`src/hdl/profiler_pkg.sv`:
```
// Constants, carrier structs and state layout of the bus activity profiler.
// Assumes one 125 MHz bus clock shared by the monitored layers and Wishbone.
package profiler_pkg;

  // ----------------------------------------------------------------------
  // Register map
  // ----------------------------------------------------------------------
  localparam logic [31:0] MON_BASE_ADDR = 32'h101D0000;
  localparam int          ADR_W         = 12;
  localparam logic [11:0] OFS_CTRL      = 12'h000;
  localparam logic [11:0] OFS_THRESH    = 12'h004;
  localparam logic [11:0] OFS_CLEAR     = 12'h008;
  localparam logic [11:0] OFS_PRESET    = 12'h00C;
  localparam logic [11:0] OFS_DEBUG     = 12'h010;
  localparam logic [3:0]  CNT_PAGE      = 4'h1;
  localparam logic [11:0] OFS_CNT_BASE  = 12'h100;
  localparam int          CTRL_EN_BIT    = 0;
  localparam int          CTRL_TRACK_BIT = 1;
  localparam logic [1:0]  CTRL_RST       = 2'h0;
  localparam int          THRESH_W       = 16;
  localparam logic [15:0] THRESH_RST     = 16'h0004;

  // ----------------------------------------------------------------------
  // Bus encodings
  // ----------------------------------------------------------------------
  localparam logic [1:0] TRANS_NONSEQ = 2'h2;
  localparam logic [1:0] TRANS_SEQ    = 2'h3;
  localparam logic [2:0] BURST_SINGLE = 3'h0;
  localparam logic [2:0] BURST_INCR4  = 3'h3;
  localparam logic [2:0] BURST_WRAP8  = 3'h4;
  localparam logic [1:0] RESP_OKAY    = 2'h0;
  localparam logic [1:0] RESP_ERROR   = 2'h1;
  localparam logic [1:0] SLV_UART     = 2'h1;
  localparam logic [1:0] SLV_SCI      = 2'h2;
  localparam logic [1:0] SLV_SSP      = 2'h3;

  // Debug state codes
  localparam logic [1:0] RD_IDLE         = 2'h0;
  localparam logic [1:0] RD_WAIT_PENDING = 2'h1;
  localparam logic [1:0] RD_XFER_NONE    = 2'h2;
  localparam logic [1:0] RD_XFER_MORE    = 2'h3;
  localparam logic [1:0] AD_IDLE         = 2'h0;
  localparam logic [1:0] AD_WAIT         = 2'h1;
  localparam logic [1:0] AD_READ         = 2'h2;
  localparam logic [1:0] AD_WRITE        = 2'h3;

  // ----------------------------------------------------------------------
  // Counter indices
  // ----------------------------------------------------------------------
  localparam int CNT_W                          = 32;
  localparam int NCNT                           = 16;
  localparam int C_INSTR_READ_COUNT             = 0;
  localparam int C_INSTR_SINGLE_BURST_COUNT     = 1;
  localparam int C_INSTR_INCR4_BURST_COUNT      = 2;
  localparam int C_INSTR_LINE_FILL_COUNT        = 3;
  localparam int C_INSTR_WAIT_TOTAL_COUNT       = 4;
  localparam int C_INSTR_FIRST_WAIT_SLAVE_COUNT = 5;
  localparam int C_INSTR_FIRST_WAIT_FABRIC_COUNT = 6;
  localparam int C_INSTR_WAIT_THRESHOLD_COUNT   = 7;
  localparam int C_SPLIT_READ_COUNT             = 8;
  localparam int C_SPLIT_WRITE_COUNT            = 9;
  localparam int C_SPLIT_STALL_COUNT            = 10;
  localparam int C_DMA_READ_COUNT               = 11;
  localparam int C_DMA_WRITE_COUNT              = 12;
  localparam int C_DMA_UART_COUNT               = 13;
  localparam int C_DMA_SCI_COUNT                = 14;
  localparam int C_DMA_SSP_COUNT                = 15;

  // ----------------------------------------------------------------------
  // Carriers and state
  // ----------------------------------------------------------------------
  typedef struct packed {
    logic [1:0] htrans;
    logic [2:0] hburst;
    logic       hwrite;
    logic       hready;
    logic [1:0] hresp;
    logic       slave_ready;
    logic [1:0] slave_sel;
  } ahb_mon_s;

  typedef struct packed {
    logic addr_valid;
    logic addr_ready;
    logic addr_write;
    logic rdata_valid;
    logic rdata_ready;
  } split_mon_s;

  typedef struct packed {
    ahb_mon_s                     instr_r;
    ahb_mon_s                     dma_r;
    split_mon_s                   split_r;
    logic                         debug_acknowledge_r;
    logic [1:0]                   ctrl;
    logic [1:0]                   ctrl_eff;
    logic [THRESH_W-1:0]          thresh;
    logic [THRESH_W-1:0]          thresh_eff;
    logic                         clear_pend;
    logic                         preset_pend;
    logic                         i_dp_valid;
    logic                         i_dp_first;
    logic [2:0]                   i_dp_burst;
    logic [THRESH_W-1:0]          i_run;
    logic                         d_dp_valid;
    logic                         d_dp_write;
    logic [1:0]                   d_dp_slave;
    logic [7:0]                   rd_out;
    logic [3:0]                   dbg;
    logic                         ack;
    logic [31:0]                  rdata;
    logic [NCNT-1:0][CNT_W-1:0]   cnt;
  } prof_state_s;

endpackage

```
`src/hdl/bus_activity_profiler.sv`:
```
// Bus activity profiler: debug state port for the split-transfer port and
// 32-bit event counters for the instruction, split-transfer and DMA layers.
// Assumes all monitored signals and the Wishbone master share clk_i.
//
// Chosen here: the Wishbone register port and the placing of the registers.
`timescale 1ns/100ps

module bus_activity_profiler #(
  parameter logic [31:0] BASE_ADDR = profiler_pkg::MON_BASE_ADDR
) (
  input  wire logic                          clk_i,
  input  wire logic                          rst_i,
  input  wire logic                          wb_cyc_i,
  input  wire logic                          wb_stb_i,
  input  wire logic                          wb_we_i,
  input  wire logic [profiler_pkg::ADR_W-1:0] wb_adr_i,
  input  wire logic [3:0]                    wb_sel_i,
  input  wire logic [31:0]                   wb_dat_i,
  output logic      [31:0]                   wb_dat_o,
  output logic                               wb_ack_o,
  input  wire profiler_pkg::ahb_mon_s        instr_bus_i,
  input  wire logic                          debug_acknowledge_i,
  input  wire profiler_pkg::ahb_mon_s        dma_bus_i,
  input  wire profiler_pkg::split_mon_s      split_transfer_port_i,
  output logic      [3:0]                    bus_state_debug_port_o
);

  profiler_pkg::prof_state_s s_q;
  profiler_pkg::prof_state_s s_d;

  logic [profiler_pkg::NCNT-1:0][31:0] preset_val;
  logic [profiler_pkg::NCNT-1:0]       inc;
  logic [profiler_pkg::NCNT-1:0]       cnt_en;
  logic                                req;
  logic                                i_en;
  logic                                g_en;
  logic                                i_done;
  logic                                d_done;
  logic                                rd_addr_hs;
  logic                                rd_data_hs;
  logic [31:0]                         rd_mux;
  logic [3:0]                          cnt_idx;

  // ----------------------------------------------------------------------
  // Preset values: each counter's own absolute address
  // ----------------------------------------------------------------------
  for (genvar g = 0; g < profiler_pkg::NCNT; g++) begin : g_preset
    assign preset_val[g] = BASE_ADDR + {20'h00000, profiler_pkg::OFS_CNT_BASE}
                           + 32'(g * 4);
  end

  // ----------------------------------------------------------------------
  // Read mux
  // ----------------------------------------------------------------------
  assign cnt_idx = wb_adr_i[5:2];

  always_comb begin
    rd_mux = 32'h00000000;
    if (wb_adr_i[1:0] == 2'h0) begin
      if (wb_adr_i[11:8] == profiler_pkg::CNT_PAGE && wb_adr_i[7:6] == 2'h0) begin
        rd_mux = s_q.cnt[cnt_idx];
      end else begin
        unique case (wb_adr_i)
          profiler_pkg::OFS_CTRL:   rd_mux = {30'h00000000, s_q.ctrl};
          profiler_pkg::OFS_THRESH: rd_mux = {16'h0000, s_q.thresh};
          profiler_pkg::OFS_DEBUG:  rd_mux = {28'h0000000, s_q.dbg};
          default:                  rd_mux = 32'h00000000;
        endcase
      end
    end
  end

  // ----------------------------------------------------------------------
  // Next-state logic
  // ----------------------------------------------------------------------
  always_comb begin
    s_d        = s_q;
    inc        = '0;
    cnt_en     = '0;
    rd_addr_hs = 1'b0;
    rd_data_hs = 1'b0;
    i_done     = 1'b0;
    d_done     = 1'b0;

    // Registered copies of the monitored buses
    s_d.instr_r  = instr_bus_i;
    s_d.dma_r    = dma_bus_i;
    s_d.split_r  = split_transfer_port_i;
    s_d.debug_acknowledge_r = debug_acknowledge_i;

    // Control delayed by the monitor pipeline depth
    s_d.ctrl_eff    = s_q.ctrl;
    s_d.thresh_eff  = s_q.thresh;
    s_d.clear_pend  = 1'b0;
    s_d.preset_pend = 1'b0;

    // Wishbone slave, one wait cycle, unmapped reads as zero
    req       = wb_cyc_i & wb_stb_i & ~s_q.ack;
    s_d.ack   = req;
    s_d.rdata = 32'h00000000;
    if (req && wb_we_i && wb_adr_i[1:0] == 2'h0) begin
      unique case (wb_adr_i)
        profiler_pkg::OFS_CTRL: begin
          if (wb_sel_i[0]) begin
            s_d.ctrl = wb_dat_i[1:0];
          end
        end
        profiler_pkg::OFS_THRESH: begin
          if (wb_sel_i[0]) begin
            s_d.thresh[7:0] = wb_dat_i[7:0];
          end
          if (wb_sel_i[1]) begin
            s_d.thresh[15:8] = wb_dat_i[15:8];
          end
        end
        profiler_pkg::OFS_CLEAR:  s_d.clear_pend  = 1'b1;
        profiler_pkg::OFS_PRESET: s_d.preset_pend = 1'b1;
        default: ;
      endcase
    end
    if (req && !wb_we_i) begin
      s_d.rdata = rd_mux;
    end

    g_en = s_q.ctrl_eff[profiler_pkg::CTRL_EN_BIT];
    i_en = g_en & ~(s_q.ctrl_eff[profiler_pkg::CTRL_TRACK_BIT] & s_q.debug_acknowledge_r);

    // ------------------------------------------------------------------
    // Instruction layer
    // ------------------------------------------------------------------
    if (s_q.i_dp_valid) begin
      if (!s_q.instr_r.hready) begin
        s_d.i_run = (s_q.i_run == '1) ? s_q.i_run : s_q.i_run + 16'h0001;
        if (s_q.instr_r.hresp == profiler_pkg::RESP_OKAY) begin
          inc[profiler_pkg::C_INSTR_WAIT_TOTAL_COUNT] = 1'b1;
          if (s_q.i_dp_first) begin
            if (!s_q.instr_r.slave_ready) begin
              inc[profiler_pkg::C_INSTR_FIRST_WAIT_SLAVE_COUNT] = 1'b1;
            end else begin
              inc[profiler_pkg::C_INSTR_FIRST_WAIT_FABRIC_COUNT] = 1'b1;
            end
          end
          if (s_q.i_run == s_q.thresh_eff) begin
            inc[profiler_pkg::C_INSTR_WAIT_THRESHOLD_COUNT] = 1'b1;
          end
        end
      end else begin
        s_d.i_run = '0;
        i_done = (s_q.instr_r.hresp == profiler_pkg::RESP_OKAY) ||
                 (s_q.instr_r.hresp == profiler_pkg::RESP_ERROR);
      end
    end else begin
      s_d.i_run = '0;
    end
    if (i_done) begin
      inc[profiler_pkg::C_INSTR_READ_COUNT] = 1'b1;
      if (s_q.i_dp_first) begin
        unique case (s_q.i_dp_burst)
          profiler_pkg::BURST_SINGLE:
            inc[profiler_pkg::C_INSTR_SINGLE_BURST_COUNT] = 1'b1;
          profiler_pkg::BURST_INCR4:
            inc[profiler_pkg::C_INSTR_INCR4_BURST_COUNT] = 1'b1;
          profiler_pkg::BURST_WRAP8:
            inc[profiler_pkg::C_INSTR_LINE_FILL_COUNT] = 1'b1;
          default: ;
        endcase
      end
    end
    if (s_q.instr_r.hready) begin
      s_d.i_dp_valid = s_q.instr_r.htrans == profiler_pkg::TRANS_NONSEQ ||
                       s_q.instr_r.htrans == profiler_pkg::TRANS_SEQ;
      s_d.i_dp_first = s_q.instr_r.htrans == profiler_pkg::TRANS_NONSEQ;
      s_d.i_dp_burst = s_q.instr_r.hburst;
    end

    // ------------------------------------------------------------------
    // Peripheral DMA layer
    // ------------------------------------------------------------------
    if (s_q.d_dp_valid && s_q.dma_r.hready) begin
      d_done = (s_q.dma_r.hresp == profiler_pkg::RESP_OKAY) ||
               (s_q.dma_r.hresp == profiler_pkg::RESP_ERROR);
    end
    if (d_done) begin
      if (s_q.d_dp_write) begin
        inc[profiler_pkg::C_DMA_WRITE_COUNT] = 1'b1;
      end else begin
        inc[profiler_pkg::C_DMA_READ_COUNT] = 1'b1;
      end
      unique case (s_q.d_dp_slave)
        profiler_pkg::SLV_UART: inc[profiler_pkg::C_DMA_UART_COUNT] = 1'b1;
        profiler_pkg::SLV_SCI:  inc[profiler_pkg::C_DMA_SCI_COUNT]  = 1'b1;
        profiler_pkg::SLV_SSP:  inc[profiler_pkg::C_DMA_SSP_COUNT]  = 1'b1;
        default: ;
      endcase
    end
    if (s_q.dma_r.hready) begin
      s_d.d_dp_valid = s_q.dma_r.htrans == profiler_pkg::TRANS_NONSEQ ||
                       s_q.dma_r.htrans == profiler_pkg::TRANS_SEQ;
      s_d.d_dp_write = s_q.dma_r.hwrite;
      s_d.d_dp_slave = s_q.dma_r.slave_sel;
    end

    // ------------------------------------------------------------------
    // Split-transfer port
    // ------------------------------------------------------------------
    rd_addr_hs = s_q.split_r.addr_valid & s_q.split_r.addr_ready & ~s_q.split_r.addr_write;
    rd_data_hs = s_q.split_r.rdata_valid & s_q.split_r.rdata_ready;
    if (rd_addr_hs && !rd_data_hs && s_q.rd_out != 8'hFF) begin
      s_d.rd_out = s_q.rd_out + 8'h01;
    end else if (!rd_addr_hs && rd_data_hs && s_q.rd_out != 8'h00) begin
      s_d.rd_out = s_q.rd_out - 8'h01;
    end
    if (rd_data_hs) begin
      inc[profiler_pkg::C_SPLIT_READ_COUNT] = 1'b1;
    end
    if (s_q.split_r.addr_valid && s_q.split_r.addr_ready && s_q.split_r.addr_write) begin
      inc[profiler_pkg::C_SPLIT_WRITE_COUNT] = 1'b1;
    end
    if ((s_q.split_r.addr_valid && !s_q.split_r.addr_ready) ||
        (s_q.split_r.rdata_valid && !s_q.split_r.rdata_ready)) begin
      inc[profiler_pkg::C_SPLIT_STALL_COUNT] = 1'b1;
    end

    // Read channel field
    if (rd_data_hs) begin
      s_d.dbg[3:2] = (s_q.rd_out > 8'h01) ? profiler_pkg::RD_XFER_MORE
                                          : profiler_pkg::RD_XFER_NONE;
    end else if (s_q.rd_out != 8'h00) begin
      s_d.dbg[3:2] = profiler_pkg::RD_WAIT_PENDING;
    end else begin
      s_d.dbg[3:2] = profiler_pkg::RD_IDLE;
    end
    // Address channel field
    if (!s_q.split_r.addr_valid) begin
      s_d.dbg[1:0] = profiler_pkg::AD_IDLE;
    end else if (!s_q.split_r.addr_ready) begin
      s_d.dbg[1:0] = profiler_pkg::AD_WAIT;
    end else if (s_q.split_r.addr_write) begin
      s_d.dbg[1:0] = profiler_pkg::AD_WRITE;
    end else begin
      s_d.dbg[1:0] = profiler_pkg::AD_READ;
    end

    // ------------------------------------------------------------------
    // Counter update
    // ------------------------------------------------------------------
    for (int i = 0; i < profiler_pkg::NCNT; i++) begin
      cnt_en[i] = (i <= profiler_pkg::C_INSTR_WAIT_THRESHOLD_COUNT) ? i_en : g_en;
      if (s_q.preset_pend) begin
        s_d.cnt[i] = preset_val[i];
      end else if (s_q.clear_pend) begin
        s_d.cnt[i] = '0;
      end else if (inc[i] && cnt_en[i]) begin
        s_d.cnt[i] = s_q.cnt[i] + 32'h00000001;
      end
    end
  end

  // ----------------------------------------------------------------------
  // State register
  // ----------------------------------------------------------------------
  always_ff @(posedge clk_i) begin
    if (rst_i) begin
      s_q            <= '0;
      s_q.ctrl       <= profiler_pkg::CTRL_RST;
      s_q.ctrl_eff   <= profiler_pkg::CTRL_RST;
      s_q.thresh     <= profiler_pkg::THRESH_RST;
      s_q.thresh_eff <= profiler_pkg::THRESH_RST;
    end else begin
      s_q <= s_d;
    end
  end

  assign wb_ack_o               = s_q.ack;
  assign wb_dat_o               = s_q.rdata;
  assign bus_state_debug_port_o = s_q.dbg;

endmodule // bus_activity_profiler

```
`config.mk`:
```
export PLATFORM = sky130hd
export DESIGN_NAME = bus_activity_profiler
export DESIGN_NICKNAME = d
export VERILOG_FILES = /design/src/hdl/profiler_pkg.sv /design/src/hdl/bus_activity_profiler.sv
export SDC_FILE = /design/constraint.sdc
export NUM_CORES = 2
export LEC_CHECK = 0
export BUFFER_PORTS_ARGS = -buffer_cell sky130_fd_sc_hd__buf_2
export CORE_MARGIN = 10
export CORE_UTILIZATION = 45
export CTS_CLUSTER_DIAMETER = 40
export DETAILED_ROUTE_END_ITERATION = 16
export GPL_TIMING_DRIVEN = 0
export PLACE_DENSITY = 0.64
export SLEW_MARGIN = 40
export SYNTH_ARGS = -nofsm -noshare
export SYNTH_HDL_FRONTEND = slang
export SYNTH_SLANG_ARGS = --single-unit
```
`constraint.sdc`:
```
create_clock -name clk_i -period 3.4 [get_ports clk_i]
set_clock_uncertainty 0.15 [all_clocks]
set_input_delay 0.68 -clock clk_i [delete_from_list [all_inputs] [get_ports clk_i]]
set_output_delay 0.68 -clock clk_i [all_outputs]
set_load 0.1 [all_outputs]
```
==> run summary <==
status = finished clean
Post-Route Utilization = 0.5343
WHS Path Cells = 2
fin nets = 3960
Final Hold Fails = 0
Max VDD drop = 0.0004239 V
antenna violations before repair = 7
length of the first detailed-routing pass in iterations = 5
RSZ-0062 raised after global routing = false
Worst Reg-to-Reg Cells = 6
prevailing post-synth register cell = dfxtp_1
WS Path Type = in2reg
via density per instance = 6.222
Filler cells = 6669
CP endpoint kind = flop
crit start category = input port
Die Area = 85270 sq um
number of global-route vias before repair = 28514
Clock Latency Late Sink = 0.70 ns
via count = 30568
Initial Util = 0.4548
Seq. cell area = 12830 sq um
Final min period = 3.374 ns
DR WL met2 = 53.90 mm
Core Region = 73210 sq um
largest net degree at the start of global routing = 18
CP max FO = 10
met1 WL = 46.84 mm
ratio of cells with drive above 1 in the final layout = 0.1516
port bufs = 88
CTS HTree Levels = 3
share of the synthesized area in the top cell type = 0.3854
count of flip-flops with a built-in enable after synthesis = 0
P&R area growth vs syn = 17.47%
clock slew at reported path FFs = 0.05 ns
routed len/inst = 24.27 microns
Final ANT Viol Nets = 0
Die Wd = 292.0 microns
Worst Hold Class = in2reg
clk sink count = 641
FF+latch count, synth = 641
pins over their slew limit = 0
placed cell count = 4701
Worst Tran Pin Value = 0.9871 ns
asr flop ratio synth = 0
Final Instance Count excl. Fillers = 4913
total CTS buffers = 111
CTS root buf = clkbuf_16
Max Used Layer = met5
met3 routed WL = 12.81 mm
overall routed net length = 119.3 mm
cells after synthesis = 3653
top cells by area, synth = dfxtp_1, mux4_2, xnor2_1
CTS tree = built
I/O pin count = 120
dpl hpwl = 90.74 mm
largest area contributor in the netlist = dfxtp_1
Max Root-Sink Buffers = 3
synthesized area per cell = 9.115 sq um
All-Layer GR Usage = 0.2718
worst rel slew slack = 0.3419
DRC Markers = 0
fmax = 296.4 MHz
footprint of the multi-input gates = 19100 sq um
Placer Congestion = 1.002
Final setup violation count = 0
Cell Area, Synth = 33300 sq um
Synthesized Nets = 3757
count of cell types in the netlist = 71
CP arrival = 3.85 ns
max_cap viols = 0
num rows = 99
Iter 0 DRT Violations = 3452
register area share after synthesis = 0.3854
fin crit share = 0.9922
Lkg Pwr = 13.40 nW
die height = 292.0 microns
first-pass GRT wire length = 178.9 mm
setup TNS = 0 ns
pwr dens = 521.2 nW/um^2
postcts setup bufs = 0
cts hold-fix bufs = 0
CP Data Required Time = 3.87 ns
Yosys warning total = 0
GRT overflow = 0
flip-flops by register name (all words and copies together), names as in the netlist:
| signal | flops |
|---|---|
| bus_state_debug_port_o | 4 |
| cnt_en | 1 |
| s_d | 18 |
| s_q | 585 |
| wb_ack_o | 1 |
| wb_dat_o | 32 |
critical path, stage by stage:
cell and delay [ns]:
buf_2 0.16, clkbuf_1 0.23, nor2_1 0.44, clkbuf_1 0.71
clkdlybuf4s15_1 0.86, buf_2 0.47, o211ai_1 0.16, nand3b_1 0.13
synthesized netlist by cell type (all sizes together) (52+ instances only):
| cell type | n |
|---|---|
| a21oi | 164 |
| and2 | 52 |
| and3 | 70 |
| and4 | 74 |
| buf | 91 |
| clkbuf | 166 |
| dfxtp | 641 |
| inv | 74 |
| mux4 | 160 |
| nand2 | 233 |
| nand3 | 201 |
| nand4 | 171 |
| nor2 | 329 |
| nor3 | 88 |
| nor4 | 111 |
| o21ai | 194 |
| or3 | 124 |
| xnor2 | 176 |
| xor2 | 157 |
per-stage QoR:
stage / hold WS [ns] / cell area [sq um] / total power, W / setup WS [ns]
3_5_place_dp: 0.3100 / 35010 / 0.008515 / -0.7068
3_3_place_gp: 0.2957 / 34940 / 0.008507 / -0.9629
4_1_cts: 0.01635 / 39060 / 0.02045 / 0.2612
2_1_floorplan: 0.2902 / 33300 / 0.008217 / 0.5767
6_report: 0.03695 / 39110 / 0.02038 / 0.02639
5_1_grt: 0.03407 / 39110 / 0.02085 / 0.1380
power breakdown:
| part | switching (W) | internal, W | leakage, nW | total (W) |
|---|---|---|---|---|
| clock network | 0.00435 | 0.00765 | 1.97 | 0.0120 |
| logic | 0.000510 | 0.000229 | 6.26 | 0.000739 |
| registers | 0.0000719 | 0.00758 | 5.17 | 0.00765 |
| total | 0.00493 | 0.0155 | 13.4 | 0.0204 |
cell usage in the layout (no fill, tap or decap), types with 74 or more instances in the layout:
cell / count
nor4_1: 99
and4_1: 74
or3_1: 124
xnor2_1: 176
nand3_1: 200
xor2_1: 157
a21oi_1: 164
nand2_1: 233
inv_1: 74
nand4_1: 166
clkbuf_16: 111
nor2_1: 327
nor3_1: 85
o21ai_0: 194
mux4_2: 160
buf_2: 126
clkbuf_1: 150
dfxtp_1: 641
kinds of logic (layout without fill, tap and decap cells):
logic type / count (synthesis) / in the layout / synth area share
XOR/XNOR: 333 / 333 / 0.08759
adder cells (fa/ha/maj): 21 / 21 / 0.007891
buffers and inverters: 332 / 631 / 0.04314
other: 0 / 2 / 0
multiplexers: 214 / 214 / 0.1246
flip-flops: 641 / 641 / 0.3854
AND/OR/NAND/NOR: 1602 / 1602 / 0.2609
AO/OA/AOI/OAI: 510 / 510 / 0.09049
final timing paths:
check / start / to / slack, ns
min: split_transfer_port_i[2] / s_q[623] / 0.04
min reg2reg: s_q[647] / s_q[579] / 0.31
max: rst_i / s_q[242] / 0.03
max reg2reg: s_q[583] / s_q[242] / 0.07
metal layers:
layer	track usage	vias up
met2	0.4312	1488
met5	0	-
met1	0.3449	14834
met3	0.06928	335
met4	0.1228	2
li1	-	13909
area by class of cell:
type                    count  area share
well taps                 959     0.03068
clock inverters            79     0.02748
multi-input cells        2680      0.4883
inverters                  75    0.007197
repair buffers             90     0.01174
flip-flops and latches    641      0.3281
clock buffers             130     0.07591
plain buffers             257     0.03052
diodes                      2   0.0001280
timing repair:
item	in CTS	in global routing
endpoints found under the hold margin	0	0
setup endpoints to repair	2	0
gates resized for setup	2	0
Power figures use the tool's default switching activity.
